==> config.mk <==
export PLATFORM = sky130hd
export DESIGN_NAME = rrc_exec
export DESIGN_NICKNAME = d
export VERILOG_FILES = /design/src/rtl/rrc_pkg.sv /design/src/rtl/rrc_rotator.sv /design/src/rtl/rrc_exec.sv
export SDC_FILE = /design/constraint.sdc
export NUM_CORES = 1
export LEC_CHECK = 0
export BUFFER_PORTS_ARGS = -buffer_cell sky130_fd_sc_hd__buf_4
export CORE_MARGIN = 2
export CORE_UTILIZATION = 30
export CTS_CLUSTER_SIZE = 28
export DETAILED_ROUTE_END_ITERATION = 10
export GPL_TIMING_DRIVEN = 0
export SETUP_SLACK_MARGIN = 0.3
export SYNTH_ARGS = -nofsm -noshare
export SYNTH_HDL_FRONTEND = slang
export SYNTH_SLANG_ARGS = --single-unit
export TNS_END_PERCENT = 100
==> constraint.sdc <==
create_clock -name clk -period 2.15 [get_ports clk]
set_clock_uncertainty 0.2 [all_clocks]
set_input_delay 0.215 -clock clk [delete_from_list [all_inputs] [get_ports clk]]
set_output_delay 0.215 -clock clk [all_outputs]
set_load 0.02 [all_outputs]
==> src/rtl/rrc_pkg.sv <==
// rrc_pkg: encodings, field positions and reset values for the rotate-through-carry execution block
// assumes a 12-bit instruction word and an 8-bit data path
package rrc_pkg;
    localparam int INSN_W = 12;
    localparam int DATA_W = 8;
    localparam int ADDR_W = 5;
    localparam int OPC_HI = 11;
    localparam int OPC_LO = 6;
    localparam logic [5:0] OPC_ROT = 6'h0C;
    localparam int DEST_BIT = 5;
    localparam int ADDR_HI = 4;
    localparam int ADDR_LO = 0;
    localparam logic [7:0] W_RST = 8'h00;
    localparam logic CARRY_RST = 1'b0;
    localparam logic ZERO_RST = 1'b0;
    localparam logic DC_RST = 1'b0;
    localparam logic [4:0] ADDR_RST = 5'h00;
    localparam logic [7:0] DATA_RST = 8'h00;
endpackage : rrc_pkg

==> src/rtl/rrc_rotator.sv <==
// rrc_rotator: combinational one-bit right rotate through a carry bit
// assumes the caller registers both outputs in the same cycle
`timescale 1ns/1ns
module rrc_rotator #(
    parameter int WIDTH = 8
) (
    input wire logic [WIDTH-1:0] din,
    input wire logic cin,
    output logic [WIDTH-1:0] dout,
    output logic cout
);
    if (WIDTH < 2) begin : g_width_check
        $error("rrc_rotator: WIDTH must be at least 2");
    end

    always_comb begin
        dout = {cin, din[WIDTH-1:1]}; // RQ3
        cout = din[0]; // RQ3
    end
endmodule : rrc_rotator

==> src/rtl/rrc_exec.sv <==
// rrc_exec: executes the rotate-right-through-carry operation for an 8-bit core
// assumes the decoder presents one instruction per enabled cycle with the addressed register's value
// Behaviour
// RQ1: recognise the operation when instruction bits 11..6 equal 001100
// RQ2: five low instruction bits address data register 0 to 31
// RQ3: rotate right one bit; old carry enters msb, lsb goes to carry
// RQ4: destination bit 0 writes result to accumulator, register untouched
// RQ5: destination bit 1 writes result back into the addressed register
// RQ6: only carry changes; zero and digit-carry flags keep their values
// RQ7: one word, one cycle; carry and destination update together at cycle end
`timescale 1ns/1ns
module rrc_exec #(
    parameter int DATA_W = rrc_pkg::DATA_W
) (
    input wire logic clk,
    input wire logic resetn,
    input wire logic ce,
    input wire logic insn_valid,
    input wire logic [rrc_pkg::INSN_W-1:0] insn,
    input wire logic [DATA_W-1:0] reg_rdata,
    output logic [rrc_pkg::ADDR_W-1:0] reg_waddr_q,
    output logic [DATA_W-1:0] reg_wdata_q,
    output logic reg_we_q,
    output logic [DATA_W-1:0] w_q,
    output logic carry_q,
    output logic zero_q,
    output logic dc_q,
    output logic done_q
);
    if (DATA_W != rrc_pkg::DATA_W) begin : g_width_check
        $error("rrc_exec: only the documented data width is supported");
    end

    ////////////////////////////////////////////////////////////////////////
    // decode
    logic hit;
    logic dest_reg;
    logic [rrc_pkg::ADDR_W-1:0] addr;
    logic [DATA_W-1:0] rot;
    logic rot_c;

    always_comb begin
        hit = insn_valid && (insn[rrc_pkg::OPC_HI:rrc_pkg::OPC_LO] == rrc_pkg::OPC_ROT); // RQ1
        dest_reg = insn[rrc_pkg::DEST_BIT]; // RQ4 RQ5
        addr = insn[rrc_pkg::ADDR_HI:rrc_pkg::ADDR_LO]; // RQ2
    end

    // the rotator is pure logic so the whole operation fits one cycle
    rrc_rotator #(.WIDTH(DATA_W)) u_rot (
        .din(reg_rdata),
        .cin(carry_q),
        .dout(rot),
        .cout(rot_c)
    );

    ////////////////////////////////////////////////////////////////////////
    // carry and accumulator
    always_ff @(posedge clk) begin
        if (!resetn) begin
            carry_q <= rrc_pkg::CARRY_RST;
        end else if (ce && hit) begin
            carry_q <= rot_c; // RQ3 RQ7
        end
    end

    always_ff @(posedge clk) begin
        if (!resetn) begin
            w_q <= rrc_pkg::W_RST;
        end else if (ce && hit && !dest_reg) begin
            w_q <= rot; // RQ4
        end
    end

    // zero and digit-carry only loaded by reset here; held as owned state for the core
    always_ff @(posedge clk) begin
        if (!resetn) begin
            zero_q <= rrc_pkg::ZERO_RST;
            dc_q <= rrc_pkg::DC_RST;
        end else begin
            zero_q <= zero_q; // RQ6
            dc_q <= dc_q; // RQ6
        end
    end

    ////////////////////////////////////////////////////////////////////////
    // register write-back
    always_ff @(posedge clk) begin
        if (!resetn) begin
            reg_we_q <= 1'b0;
            reg_waddr_q <= rrc_pkg::ADDR_RST;
            reg_wdata_q <= rrc_pkg::DATA_RST;
        end else if (ce) begin
            reg_we_q <= hit && dest_reg; // RQ5 RQ4
            if (hit && dest_reg) begin
                reg_waddr_q <= addr; // RQ5
                reg_wdata_q <= rot; // RQ5
            end
        end
    end

    always_ff @(posedge clk) begin
        if (!resetn) begin
            done_q <= 1'b0;
        end else if (ce) begin
            done_q <= hit; // RQ7
        end
    end

    ////////////////////////////////////////////////////////////////////////
    // checks
    property p_carry_from_lsb;
        @(posedge clk) disable iff (!resetn)
        (ce && hit) |=> (carry_q == $past(reg_rdata[0]));
    endproperty
    a_carry_from_lsb: assert property (p_carry_from_lsb) else $error("carry not taken from lsb"); // RQ3

    property p_acc_result;
        @(posedge clk) disable iff (!resetn)
        (ce && hit && !dest_reg) |=> (w_q == {$past(carry_q), $past(reg_rdata[DATA_W-1:1])});
    endproperty
    a_acc_result: assert property (p_acc_result) else $error("accumulator result wrong"); // RQ4

    property p_acc_no_reg_write;
        @(posedge clk) disable iff (!resetn)
        (ce && hit && !dest_reg) |=> !reg_we_q;
    endproperty
    a_acc_no_reg_write: assert property (p_acc_no_reg_write) else $error("register written for W dest"); // RQ4

    property p_reg_result;
        @(posedge clk) disable iff (!resetn)
        (ce && hit && dest_reg) |=> (reg_we_q && reg_wdata_q == {$past(carry_q), $past(reg_rdata[DATA_W-1:1])}
            && reg_waddr_q == $past(insn[rrc_pkg::ADDR_HI:rrc_pkg::ADDR_LO]));
    endproperty
    a_reg_result: assert property (p_reg_result) else $error("register write-back wrong"); // RQ5 RQ2

    property p_reg_keeps_w;
        @(posedge clk) disable iff (!resetn)
        (ce && hit && dest_reg) |=> $stable(w_q);
    endproperty
    a_reg_keeps_w: assert property (p_reg_keeps_w) else $error("accumulator changed for f dest"); // RQ5

    property p_flags_stable;
        @(posedge clk) disable iff (!resetn)
        (ce && hit) |=> ($stable(zero_q) && $stable(dc_q));
    endproperty
    a_flags_stable: assert property (p_flags_stable) else $error("zero or digit carry changed"); // RQ6

    property p_no_op_no_effect;
        @(posedge clk) disable iff (!resetn)
        (ce && !hit) |=> (!reg_we_q && !done_q && $stable(carry_q) && $stable(w_q));
    endproperty
    a_no_op_no_effect: assert property (p_no_op_no_effect) else $error("action without matching opcode"); // RQ1

    // done stands through a frozen cycle, so only an enabled follow-up may clear it
    property p_single_cycle;
        @(posedge clk) disable iff (!resetn)
        (ce && hit) |=> done_q ##1 (done_q == (!$past(ce) || $past(hit)));
    endproperty
    a_single_cycle: assert property (p_single_cycle) else $error("done not single cycle"); // RQ7

    property p_freeze;
        @(posedge clk) disable iff (!resetn)
        !ce |=> ($stable(carry_q) && $stable(w_q) && $stable(reg_we_q) && $stable(done_q));
    endproperty
    a_freeze: assert property (p_freeze) else $error("state moved while disabled"); // RQ7

    property p_freeze_wb;
        @(posedge clk) disable iff (!resetn)
        !ce |=> ($stable(reg_waddr_q) && $stable(reg_wdata_q) && $stable(zero_q) && $stable(dc_q));
    endproperty
    a_freeze_wb: assert property (p_freeze_wb) else $error("write-back or flags moved while disabled"); // RQ6

    property p_reset_state;
        @(posedge clk)
        !resetn |=> (w_q == rrc_pkg::W_RST && carry_q == rrc_pkg::CARRY_RST && zero_q == rrc_pkg::ZERO_RST
            && dc_q == rrc_pkg::DC_RST && !reg_we_q && !done_q);
    endproperty
    a_reset_state: assert property (p_reset_state) else $error("state not at reset value"); // RQ6

    property p_decode_exact;
        @(posedge clk) disable iff (!resetn)
        (ce && insn_valid && insn[rrc_pkg::OPC_HI:rrc_pkg::OPC_LO] == rrc_pkg::OPC_ROT) |=> done_q;
    endproperty
    a_decode_exact: assert property (p_decode_exact) else $error("matching opcode not executed"); // RQ1

    property p_dest_select;
        @(posedge clk) disable iff (!resetn)
        (ce && hit) |=> (reg_we_q == $past(insn[rrc_pkg::DEST_BIT]));
    endproperty
    a_dest_select: assert property (p_dest_select) else $error("destination select not followed"); // RQ4

    property p_we_with_done;
        @(posedge clk) disable iff (!resetn)
        reg_we_q |-> done_q;
    endproperty
    a_we_with_done: assert property (p_we_with_done) else $error("write strobe without completion"); // RQ5

    property p_wb_hold;
        @(posedge clk) disable iff (!resetn)
        (ce && !(hit && dest_reg)) |=> ($stable(reg_waddr_q) && $stable(reg_wdata_q));
    endproperty
    a_wb_hold: assert property (p_wb_hold) else $error("write-back fields moved without a write"); // RQ5

    // the msb is checked on whichever destination took the result
    property p_msb_from_carry;
        @(posedge clk) disable iff (!resetn)
        (ce && hit) |=> ((reg_we_q ? reg_wdata_q[DATA_W-1] : w_q[DATA_W-1]) == $past(carry_q));
    endproperty
    a_msb_from_carry: assert property (p_msb_from_carry) else $error("old carry not in msb"); // RQ3

    // a short reset may also pull carry back to its reset value
    property p_carry_only_by_op;
        @(posedge clk) disable iff (!resetn)
        $changed(carry_q) |-> ($past(ce && hit) || !$past(resetn));
    endproperty
    a_carry_only_by_op: assert property (p_carry_only_by_op) else $error("carry moved without an operation"); // RQ6

    property p_w_only_by_acc;
        @(posedge clk) disable iff (!resetn)
        $changed(w_q) |-> ($past(ce && hit && !dest_reg) || !$past(resetn));
    endproperty
    a_w_only_by_acc: assert property (p_w_only_by_acc) else $error("accumulator moved without a write"); // RQ4

    c_acc: cover property (@(posedge clk) disable iff (!resetn) ce && hit && !dest_reg);
    c_reg: cover property (@(posedge clk) disable iff (!resetn) ce && hit && dest_reg);
    c_back: cover property (@(posedge clk) disable iff (!resetn) (ce && hit) ##1 (ce && hit));
    c_carry_in: cover property (@(posedge clk) disable iff (!resetn) ce && hit && carry_q && reg_rdata[0]);
endmodule : rrc_exec

* Yosys cells after proc, flatten, opt, wreduce, memory -nomap -nowiden *
Cells that the tools add are included.

operators by class
  shift operators = 0
  div/mod/pow operators = 0
  multiply operators = 0
  muxes and demuxes = 0
  add/subtract/negate cells = 0
  magnitude comparators = 0
  bitwise operators = 0
  reductions and logical operators = 6
  equal/unequal tests = 1

operators with widths
  operator                                             number
  equality test 6 x 4 -> 1 bit, second input constant  1
  logical AND 1 bit                                    4
  AND reduction 2 bit                                  1
  zero test 1 bit                                      1

storage, ports and cells
  memories kept = 0
  output and inout port bits = 26
  register bits after elaboration = 24
  logic and storage cells = 13
  bits of input ports = 24
  RAM bits = 0
  latch bits = 0
  bits in read-only memories = 0

* Logic depth before layout (Yosys ltp) *
Gate-level depths: netlist (run 1).

  word-level depth = 4
  mapped depth = 4
  gate-level depth less buffers = 3

* Modules after synthesis *
Synthesis (run 1) repeated with hierarchy kept, for this count alone.

second synthesis, totals
  cell total of the unflattened synthesis = 111
  area total of the unflattened synthesis = 1076.0 µm²

by module, submodules not included
  module       instances  area an instance (µm²)  cells each  seq. area each (µm²)
  rrc_exec     1          1008.5                  102         480.5
  rrc_rotator  1          67.6                    9           0.0

* Worst setup path after synthesis (run 1) *
Ideal clock, no wire load.

  path kind = input -> register
  start = in insn[6] in the netlist's numbering
  end = reg w_q[0]
  required time = 1.878 ns
  cell stages on the path = 3
  path buffers = 0
  data arrival time = 1.043 ns
  setup slack = 0.835 ns
  library setup time = 0.072 ns
  path through = nand4bb_4 -> nor3_4 -> mux2i_1

on the way
  word-level cells in the longest chain between the ends = 4

ends and longest elaborated chain
  what                             line            RTL
  start, declared                  rrc_exec.sv:19  input wire logic [rrc_pkg::INSN_W-1:0] insn,
  equality test 6 x 4 -> 1 bit     rrc_exec.sv:43  hit = insn_valid && (insn[rrc_pkg::OPC_HI:rrc_pkg::OPC_LO] == rrc_pkg::OPC_ROT);
  logical AND 1 bit                rrc_exec.sv:43
  logical AND 1 bit (2 in series)  rrc_exec.sv:69  end else if (ce && hit && !dest_reg) begin
  end signal, assigned             rrc_exec.sv:68  w_q <= rrc_pkg::W_RST;
  end signal, assigned             rrc_exec.sv:70  w_q <= rot;
  end, declared                    rrc_exec.sv:24  output logic [DATA_W-1:0] w_q,

Every way passes these cells.
A chain may end at the register's enable or synchronous reset.

* Worst setup path in the final report (run 1) *
  start = in ce
  end = reg w_q[6]

on the way
  word-level cells in the longest chain between the ends = 2

ends and longest elaborated chain
  what                             line            RTL
  start, declared                  rrc_exec.sv:17  input wire logic ce,
  logical AND 1 bit (2 in series)  rrc_exec.sv:69

Every way passes these cells.

==> Flow_metrics.wiki, run 1 <==
{| class="wikitable"
! Metric !! Value
|-
| Result of the run || finished clean
|-
| Vias in the first global route || 880
|-
| Ratio of final minimum period to clock period || 81.6%
|-
| Share of synthesized flip-flops with an asynchronous set or reset || 0%
|-
| Total via count after detailed routing || 911
|-
| Clock transition at the register clock pins on the worst setup and hold paths after CTS || 140 ps
|-
| 1st-pass router iterations || 4
|-
| Post-placement cell area || 1410 um^2
|-
| Util after Layout || 48.4%
|-
| Mean area per synthesized cell || 9.87 um^2
|-
| Weighted congestion reported at the end of routability-driven placement || 0.689
|-
| HPWL reported at the end of detailed placement || 1.87 mm
|-
| Setup crit start kind || input port
|-
| Final wirelength || 2.54 mm
|-
| Slew at the pin closest to its max-slew limit || 555 ps
|-
| Top post-synthesis cells by count || 34 x sky130_fd_sc_hd__nand2_1, 24 x sky130_fd_sc_hd__dfxtp_1, 21 x sky130_fd_sc_hd__mux2i_1, 3 x sky130_fd_sc_hd__a21oi_1, 3 x sky130_fd_sc_hd__clkbuf_1
|-
| Max-cap violations || 0
|-
| Most area-consuming cells after synthesis || sky130_fd_sc_hd__dfxtp_1 48%, sky130_fd_sc_hd__mux2i_1 21%, sky130_fd_sc_hd__nand2_1 13%, sky130_fd_sc_hd__nand4bb_4 2.7%, sky130_fd_sc_hd__and4bb_2 2.5%
|-
| Number of antenna cells inserted || 0
|-
| Final std cell area, no fill || 1590 um^2
|-
| Placeable core area || 3280 um^2
|-
| Number of placed I/O pins || 50
|-
| # fillers || 319
|-
| Biggest fanout along the worst timing path || 8
|-
| Grt total ovfl || 0
|-
| Warnings from Yosys || 0
|-
| Max Freq || 570 MHz
|-
| Inserted Clock Buffers || 3
|-
| Number of core rows || 21
|-
| Final-layout setup total negative slack || 0 ps
|-
| Effective utilization at floorplan || 30.7%
|-
| Fin crit period || 1750 ps
|-
| Max VDD drop || 0.000158 V
|-
| WP data required || 2200 ps
|-
| Number of distinct library cells after synthesis || 20
|-
| Post-Place Setup Slack || 547 ps
|-
| Layout-stage area growth over the synthesis result || 57.9%
|-
| Count of pins over their slew limit || 0
|-
| Average routed wire per standard cell || 11.9 um
|-
| Die width || 61.9 um
|-
| Wire length of the first global-routing pass || 3.84 mm
|-
| Crit path setup slack, layout || 396 ps
|-
| Post-Syn Instances || 102
|-
| Critical path endpoint category || flop
|-
| Number of remaining DRC errors || 0
|-
| Summed instance area of the synthesized netlist || 1010 um^2
|-
| Critical path class || in -> reg
|-
| Fraction of synthesized cell area taken by the top area cell type || 47.7%
|-
| Count of port buffers added during placement || 46
|-
| Post-layout net count || 192
|-
| Largest net degree at the start of global routing || 14
|-
| Wire length on met1 || 1.20 mm
|-
| Sum of met3 wire segment lengths after detailed routing || 117 um
|-
| Hold violation total from the final report || 0
|-
| Antenna-violating nets left || 0
|-
| Critical path arrival || 1800 ps
|-
| Layout cell share with drive strength beyond 1 || 35.3%
|-
| Pleak || 0.763 nW
|-
| Maximum number of buffers from clock root to sink || 2
|-
| Antenna violations before repair || 0
|-
| Setup repair after global routing missed its margin || false
|-
| Most common cell in the netlist || sky130_fd_sc_hd__nand2_1
|-
| H-tree depth || 1
|-
| Highest metal used || met4
|-
| Wire length on met2 || 1.20 mm
|-
| Total global-route track usage || 13.6%
|-
| Number of register bits inferred by synthesis || 24
|-
| Slew Limit Headroom || 62.8%
|-
| WHS || 39.7 ps
|-
| Primary flip-flop cell chosen by synthesis mapping || sky130_fd_sc_hd__dfxtp_1
|-
| Die Height || 61.9 um
|-
| Hold/Removal Path Class || in -> reg
|-
| Routed via count divided by cell count || 4.28
|-
| Largest area contributor in the netlist || sky130_fd_sc_hd__dfxtp_1
|-
| Number of synthesized flops with an enable pin || 0
|-
| Clock sink total || 24
|-
| CTS tree || built
|-
| Power Dens Cells || 488 nW/um^2
|-
| Worst skew pair latency || 300 ps
|-
| # resized after CTS || 0
|-
| Root buf cell || sky130_fd_sc_hd__clkbuf_4
|-
| Area of the die || 3840 um^2
|-
| Portion of the post-synthesis area used by sequential elements || 47.7%
|-
| Final setup viols || 0
|-
| DRC marker count from the first detailed-route iteration || 27
|}
sequential cells by signal, indices dropped and copies added, names as in the netlist:
name	count
carry_q	1
done_q	1
reg_waddr_q	5
reg_wdata_q	8
reg_we_q	1
w_q	8
layer usage:
metal | GRT usage [%] | up-vias
met4 | 5.47 | 0
met1 | 16.2 | 414
met3 | 1.24 | 2
li1 | - | 465
met2 | 24.7 | 30
met5 | 0 | -
cells in the final DEF (no fill, tap or decap), types with 2 or more instances in the layout:
master and n:
sky130_fd_sc_hd__buf_4 48, sky130_fd_sc_hd__nand2_1 34, sky130_fd_sc_hd__dfxtp_1 24, sky130_fd_sc_hd__mux2i_1 21, sky130_fd_sc_hd__dlygate4sd3_1 14, sky130_fd_sc_hd__clkbuf_1 3, sky130_fd_sc_hd__a21oi_1 3, sky130_fd_sc_hd__clkbuf_4 3
sky130_fd_sc_hd__and4bb_2 2, sky130_fd_sc_hd__conb_1 2
final timing paths:
path         depth (start not counted)                start                          end  slack (ps)
max reg2reg                          3  done_q$_SDFFE_PN0P_          done_q$_SDFFE_PN0P_        1250
max                                  5                   ce          w_q[6]$_SDFFE_PN0P_         400
min reg2reg                          2  w_q[3]$_SDFFE_PN0P_          w_q[3]$_SDFFE_PN0P_         270
min                                  3               resetn  reg_wdata_q[1]$_SDFFE_PN0P_          40
report_power, final:
group,switching [W],internal [W],total [W]
sequential,0.000000306,0.000445,0.000446
combinational,0.0000374,0.0000557,0.0000931
clock,0.000134,0.000103,0.000237
per-stage QoR:
stage	power [W]	std cells
2_1_floorplan	0.000486	103
3_3_place_gp	0.000527	195
3_5_place_dp	0.000529	195
4_1_cts	0.000785	213
5_1_grt	0.000812	213
6_report	0.000776	213
area by class of cell:
type | instances | area [um^2] | share of cell area (%)
Sequential cell | 24 | 480 | 30.2
Tap cell | 46 | 57.6 | 3.62
Inverter | 1 | 3.75 | 0.236
Timing Repair Buffer | 60 | 485 | 30.5
Buffer | 7 | 42.5 | 2.68
Clock buffer | 4 | 36.3 | 2.28
Multi-Input combinational cell | 71 | 484 | 30.4
worst max-delay path, cell delays in order:
cell and delay [ps]:
sky130_fd_sc_hd__dlygate4sd3_1 540, sky130_fd_sc_hd__buf_4 120, sky130_fd_sc_hd__nand4bb_1 170, sky130_fd_sc_hd__nor3_4 480
sky130_fd_sc_hd__mux2i_1 260
what timing repair did:
item | in CTS | in global routing
buffers inserted | 0 | 0
endpoints found under the hold margin | 20 | 0
hold buffers | 14 | 0
kinds of logic after synthesis:
logic type / Yosys count / share of synthesized area (%)
buf+inv: 8 / 4.59
other cells: 1 / 0.372
flops: 24 / 47.7
mux: 21 / 20.9
simple gates: 44 / 24.5
compound gates: 4 / 1.99
Power figures use the tool's default switching activity.
==> run 2: changes to the inputs <==
==> constraint.sdc (replaced) <==
create_clock -name clk -period 1.85 [get_ports clk]
set_clock_uncertainty 0.2 [all_clocks]
set_input_delay 0.185 -clock clk [delete_from_list [all_inputs] [get_ports clk]]
set_output_delay 0.185 -clock clk [all_outputs]
set_load 0.02 [all_outputs]
==> run 2 against run 1 <==
Against the previous run:
- critical path depth shrank 1
- register-to-register slack lost 300 ps
- clock power grew 17%
- critical endpoint unchanged
- largest power group unchanged
- global-route usage grew 0.17 points
==> Flow_metrics.wiki, run 2 (same netlist as run 1, synthesis figures left out) <==
{| class="wikitable"
! Metric !! Value
|-
| Clock sink total || 24
|-
| Antenna-violating nets left || 0
|-
| Final wirelength || 2.56 mm
|-
| Number of core rows || 21
|-
| Min-Delay Endpoint || reg_wdata_q[1]$_SDFFE_PN0P_
|-
| HPWL reported at the end of detailed placement || 1.87 mm
|-
| Most common cell after layout, fill and taps aside || sky130_fd_sc_hd__buf_4
|-
| Leading registers by flop count || reg_wdata_q: 8 flops, w_q: 8 flops, reg_waddr_q: 5 flops
|-
| Die Height || 61.9 um
|-
| Inserted Clock Buffers || 3
|-
| Average routed wire per standard cell || 12.0 um
|-
| Vias in the first global route || 898
|-
| R2r endpoint || done_q$_SDFFE_PN0P_
|-
| Total global-route track usage || 13.7%
|-
| Final std cell area, no fill || 1590 um^2
|-
| Internal reg-to-reg setup slack || 950 ps
|-
| Max Freq || 808 MHz
|-
| Wire length of the first global-routing pass || 3.88 mm
|-
| Hold violation total from the final report || 0
|-
| Layout-stage area growth over the synthesis result || 57.9%
|-
| Setup repair after global routing missed its margin || false
|-
| Root buf cell || sky130_fd_sc_hd__clkbuf_4
|-
| Weighted congestion reported at the end of routability-driven placement || 0.689
|-
| 1st-pass router iterations || 4
|-
| Antenna violations before repair || 0
|-
| Area of the die || 3840 um^2
|-
| Critical path endpoint category || flop
|-
| Number of remaining DRC errors || 0
|-
| Worst path cell trace || buf_4 -> nand4bb_4 -> nor3_4 -> mux2i_1
|-
| Maximum number of buffers from clock root to sink || 2
|-
| Post-layout net count || 192
|-
| Worst skew pair latency || 300 ps
|-
| Buffering stage count on the worst path with inverters included || 1
|-
| Clock transition at the register clock pins on the worst setup and hold paths after CTS || 140 ps
|-
| Die width || 61.9 um
|-
| Count of port buffers added during placement || 46
|-
| Final setup viols || 0
|-
| Crit path max-delay family || simple AND/OR/NAND/NOR gates
|-
| Worst hold path startpoint || resetn
|-
| Max-cap violations || 0
|-
| Slew Limit Headroom || 63.0%
|-
| # resized after CTS || 0
|-
| Hold/Removal Path Class || in -> reg
|-
| Number of antenna cells inserted || 0
|-
| Origin of the critical flop-to-flop path || done_q$_SDFFE_PN0P_
|-
| WHS || 4.97 ps
|-
| Count of pins over their slew limit || 0
|-
| WP data required || 1900 ps
|-
| Largest net degree at the start of global routing || 14
|-
| Number of placed I/O pins || 50
|-
| Layout cell share with drive strength beyond 1 || 35.3%
|-
| CTS tree || built
|-
| Fin crit period || 1240 ps
|-
| DRC marker count from the first detailed-route iteration || 31
|-
| Depth of the worst register-to-register path || 3
|-
| Total via count after detailed routing || 917
|-
| Power Dens Cells || 568 nW/um^2
|-
| Pleak || 0.763 nW
|-
| Util after Layout || 48.4%
|-
| Ratio of final minimum period to clock period || 66.9%
|-
| Final-layout setup total negative slack || 0 ps
|-
| Stage delay of the slowest cell on the critical path || 500 ps
|-
| Effective utilization at floorplan || 30.7%
|-
| Result of the run || finished clean
|-
| Critical-path cell with the highest stage delay || sky130_fd_sc_hd__nor3_4
|-
| Max VDD drop || 0.000184 V
|-
| Critical path arrival || 1290 ps
|-
| Post-placement cell area || 1410 um^2
|-
| Setup crit start kind || input port
|-
| Hold path cells || 3
|-
| Grt total ovfl || 0
|-
| Placeable core area || 3280 um^2
|-
| H-tree depth || 1
|-
| Leading cell types in the layout, fill and taps excluded || 48 x sky130_fd_sc_hd__buf_4, 34 x sky130_fd_sc_hd__nand2_1, 24 x sky130_fd_sc_hd__dfxtp_1
|-
| Critical path class || in -> reg
|-
| Routed via count divided by cell count || 4.31
|-
| Biggest fanout along the worst timing path || 8
|-
| Slew at the pin closest to its max-slew limit || 554 ps
|}
## run 2: cell counts in the layout (fill, tap and decap cells not counted)
Identical to the previous run, type by type.
## run 2: worst max path at each step
stage	endpoint	slack, ps	start	cells past startpoint
after global placement	w_q[6]$_SDFFE_PN0P_	300	insn[6]	4
final	w_q[6]$_SDFFE_PN0P_	610	insn[6]	4
after floorplan	w_q[0]$_SDFFE_PN0P_	570	insn[6]	3
after detailed placement	w_q[6]$_SDFFE_PN0P_	280	insn[6]	4
after global routing	w_q[6]$_SDFFE_PN0P_	540	insn[10]	4
after CTS	w_q[6]$_SDFFE_PN0P_	590	insn[6]	4
## run 2: stage by stage
stage                     setup WS (ps)  total power, W  cells
after floorplan                     565        0.000565    103
final                               612        0.000903    213
after global routing                545        0.000944    213
after detailed placement            277        0.000615    195
after global placement              300        0.000612    195
after CTS                           594        0.000912    213
## run 2: area by class of cell
type	instances	area, um^2
buffer	7	42.5
timing repair buffer	60	485
tap	46	57.6
fill	319	1690
multi-input combinational	71	484
clock buffer	4	36.3
sequential	24	480
inverter	1	3.75
## run 2: worst min-delay path: cells and delay by family
family / cells / cell delay [ps]
buf+inv: 1 / 150
simple gates: 1 / 90
mux: 1 / 60
## run 2: repair_timing
action / 4_1_cts / 5_1_grt
hold buffers: 14 / 0
setup buffers: 0 / 0
hold endpoints to repair: 22 / 0
setup endpoints to repair: 0 / 0
## run 2: report_power, final
group          total [W]  internal [W]  switching (W)
Sequential      0.000518      0.000518    0.000000357
Clock           0.000277      0.000120       0.000157
Combinational   0.000108     0.0000647      0.0000432
## run 2: layer usage
layer	vias to the layer above	global-route usage, %	part of all wire [%]
met1	411	16.0	45
met2	34	25.0	48
met3	4	1.45	5.0
met4	0	6.38	1.8
met5	-	0	0
li1	468	-	-
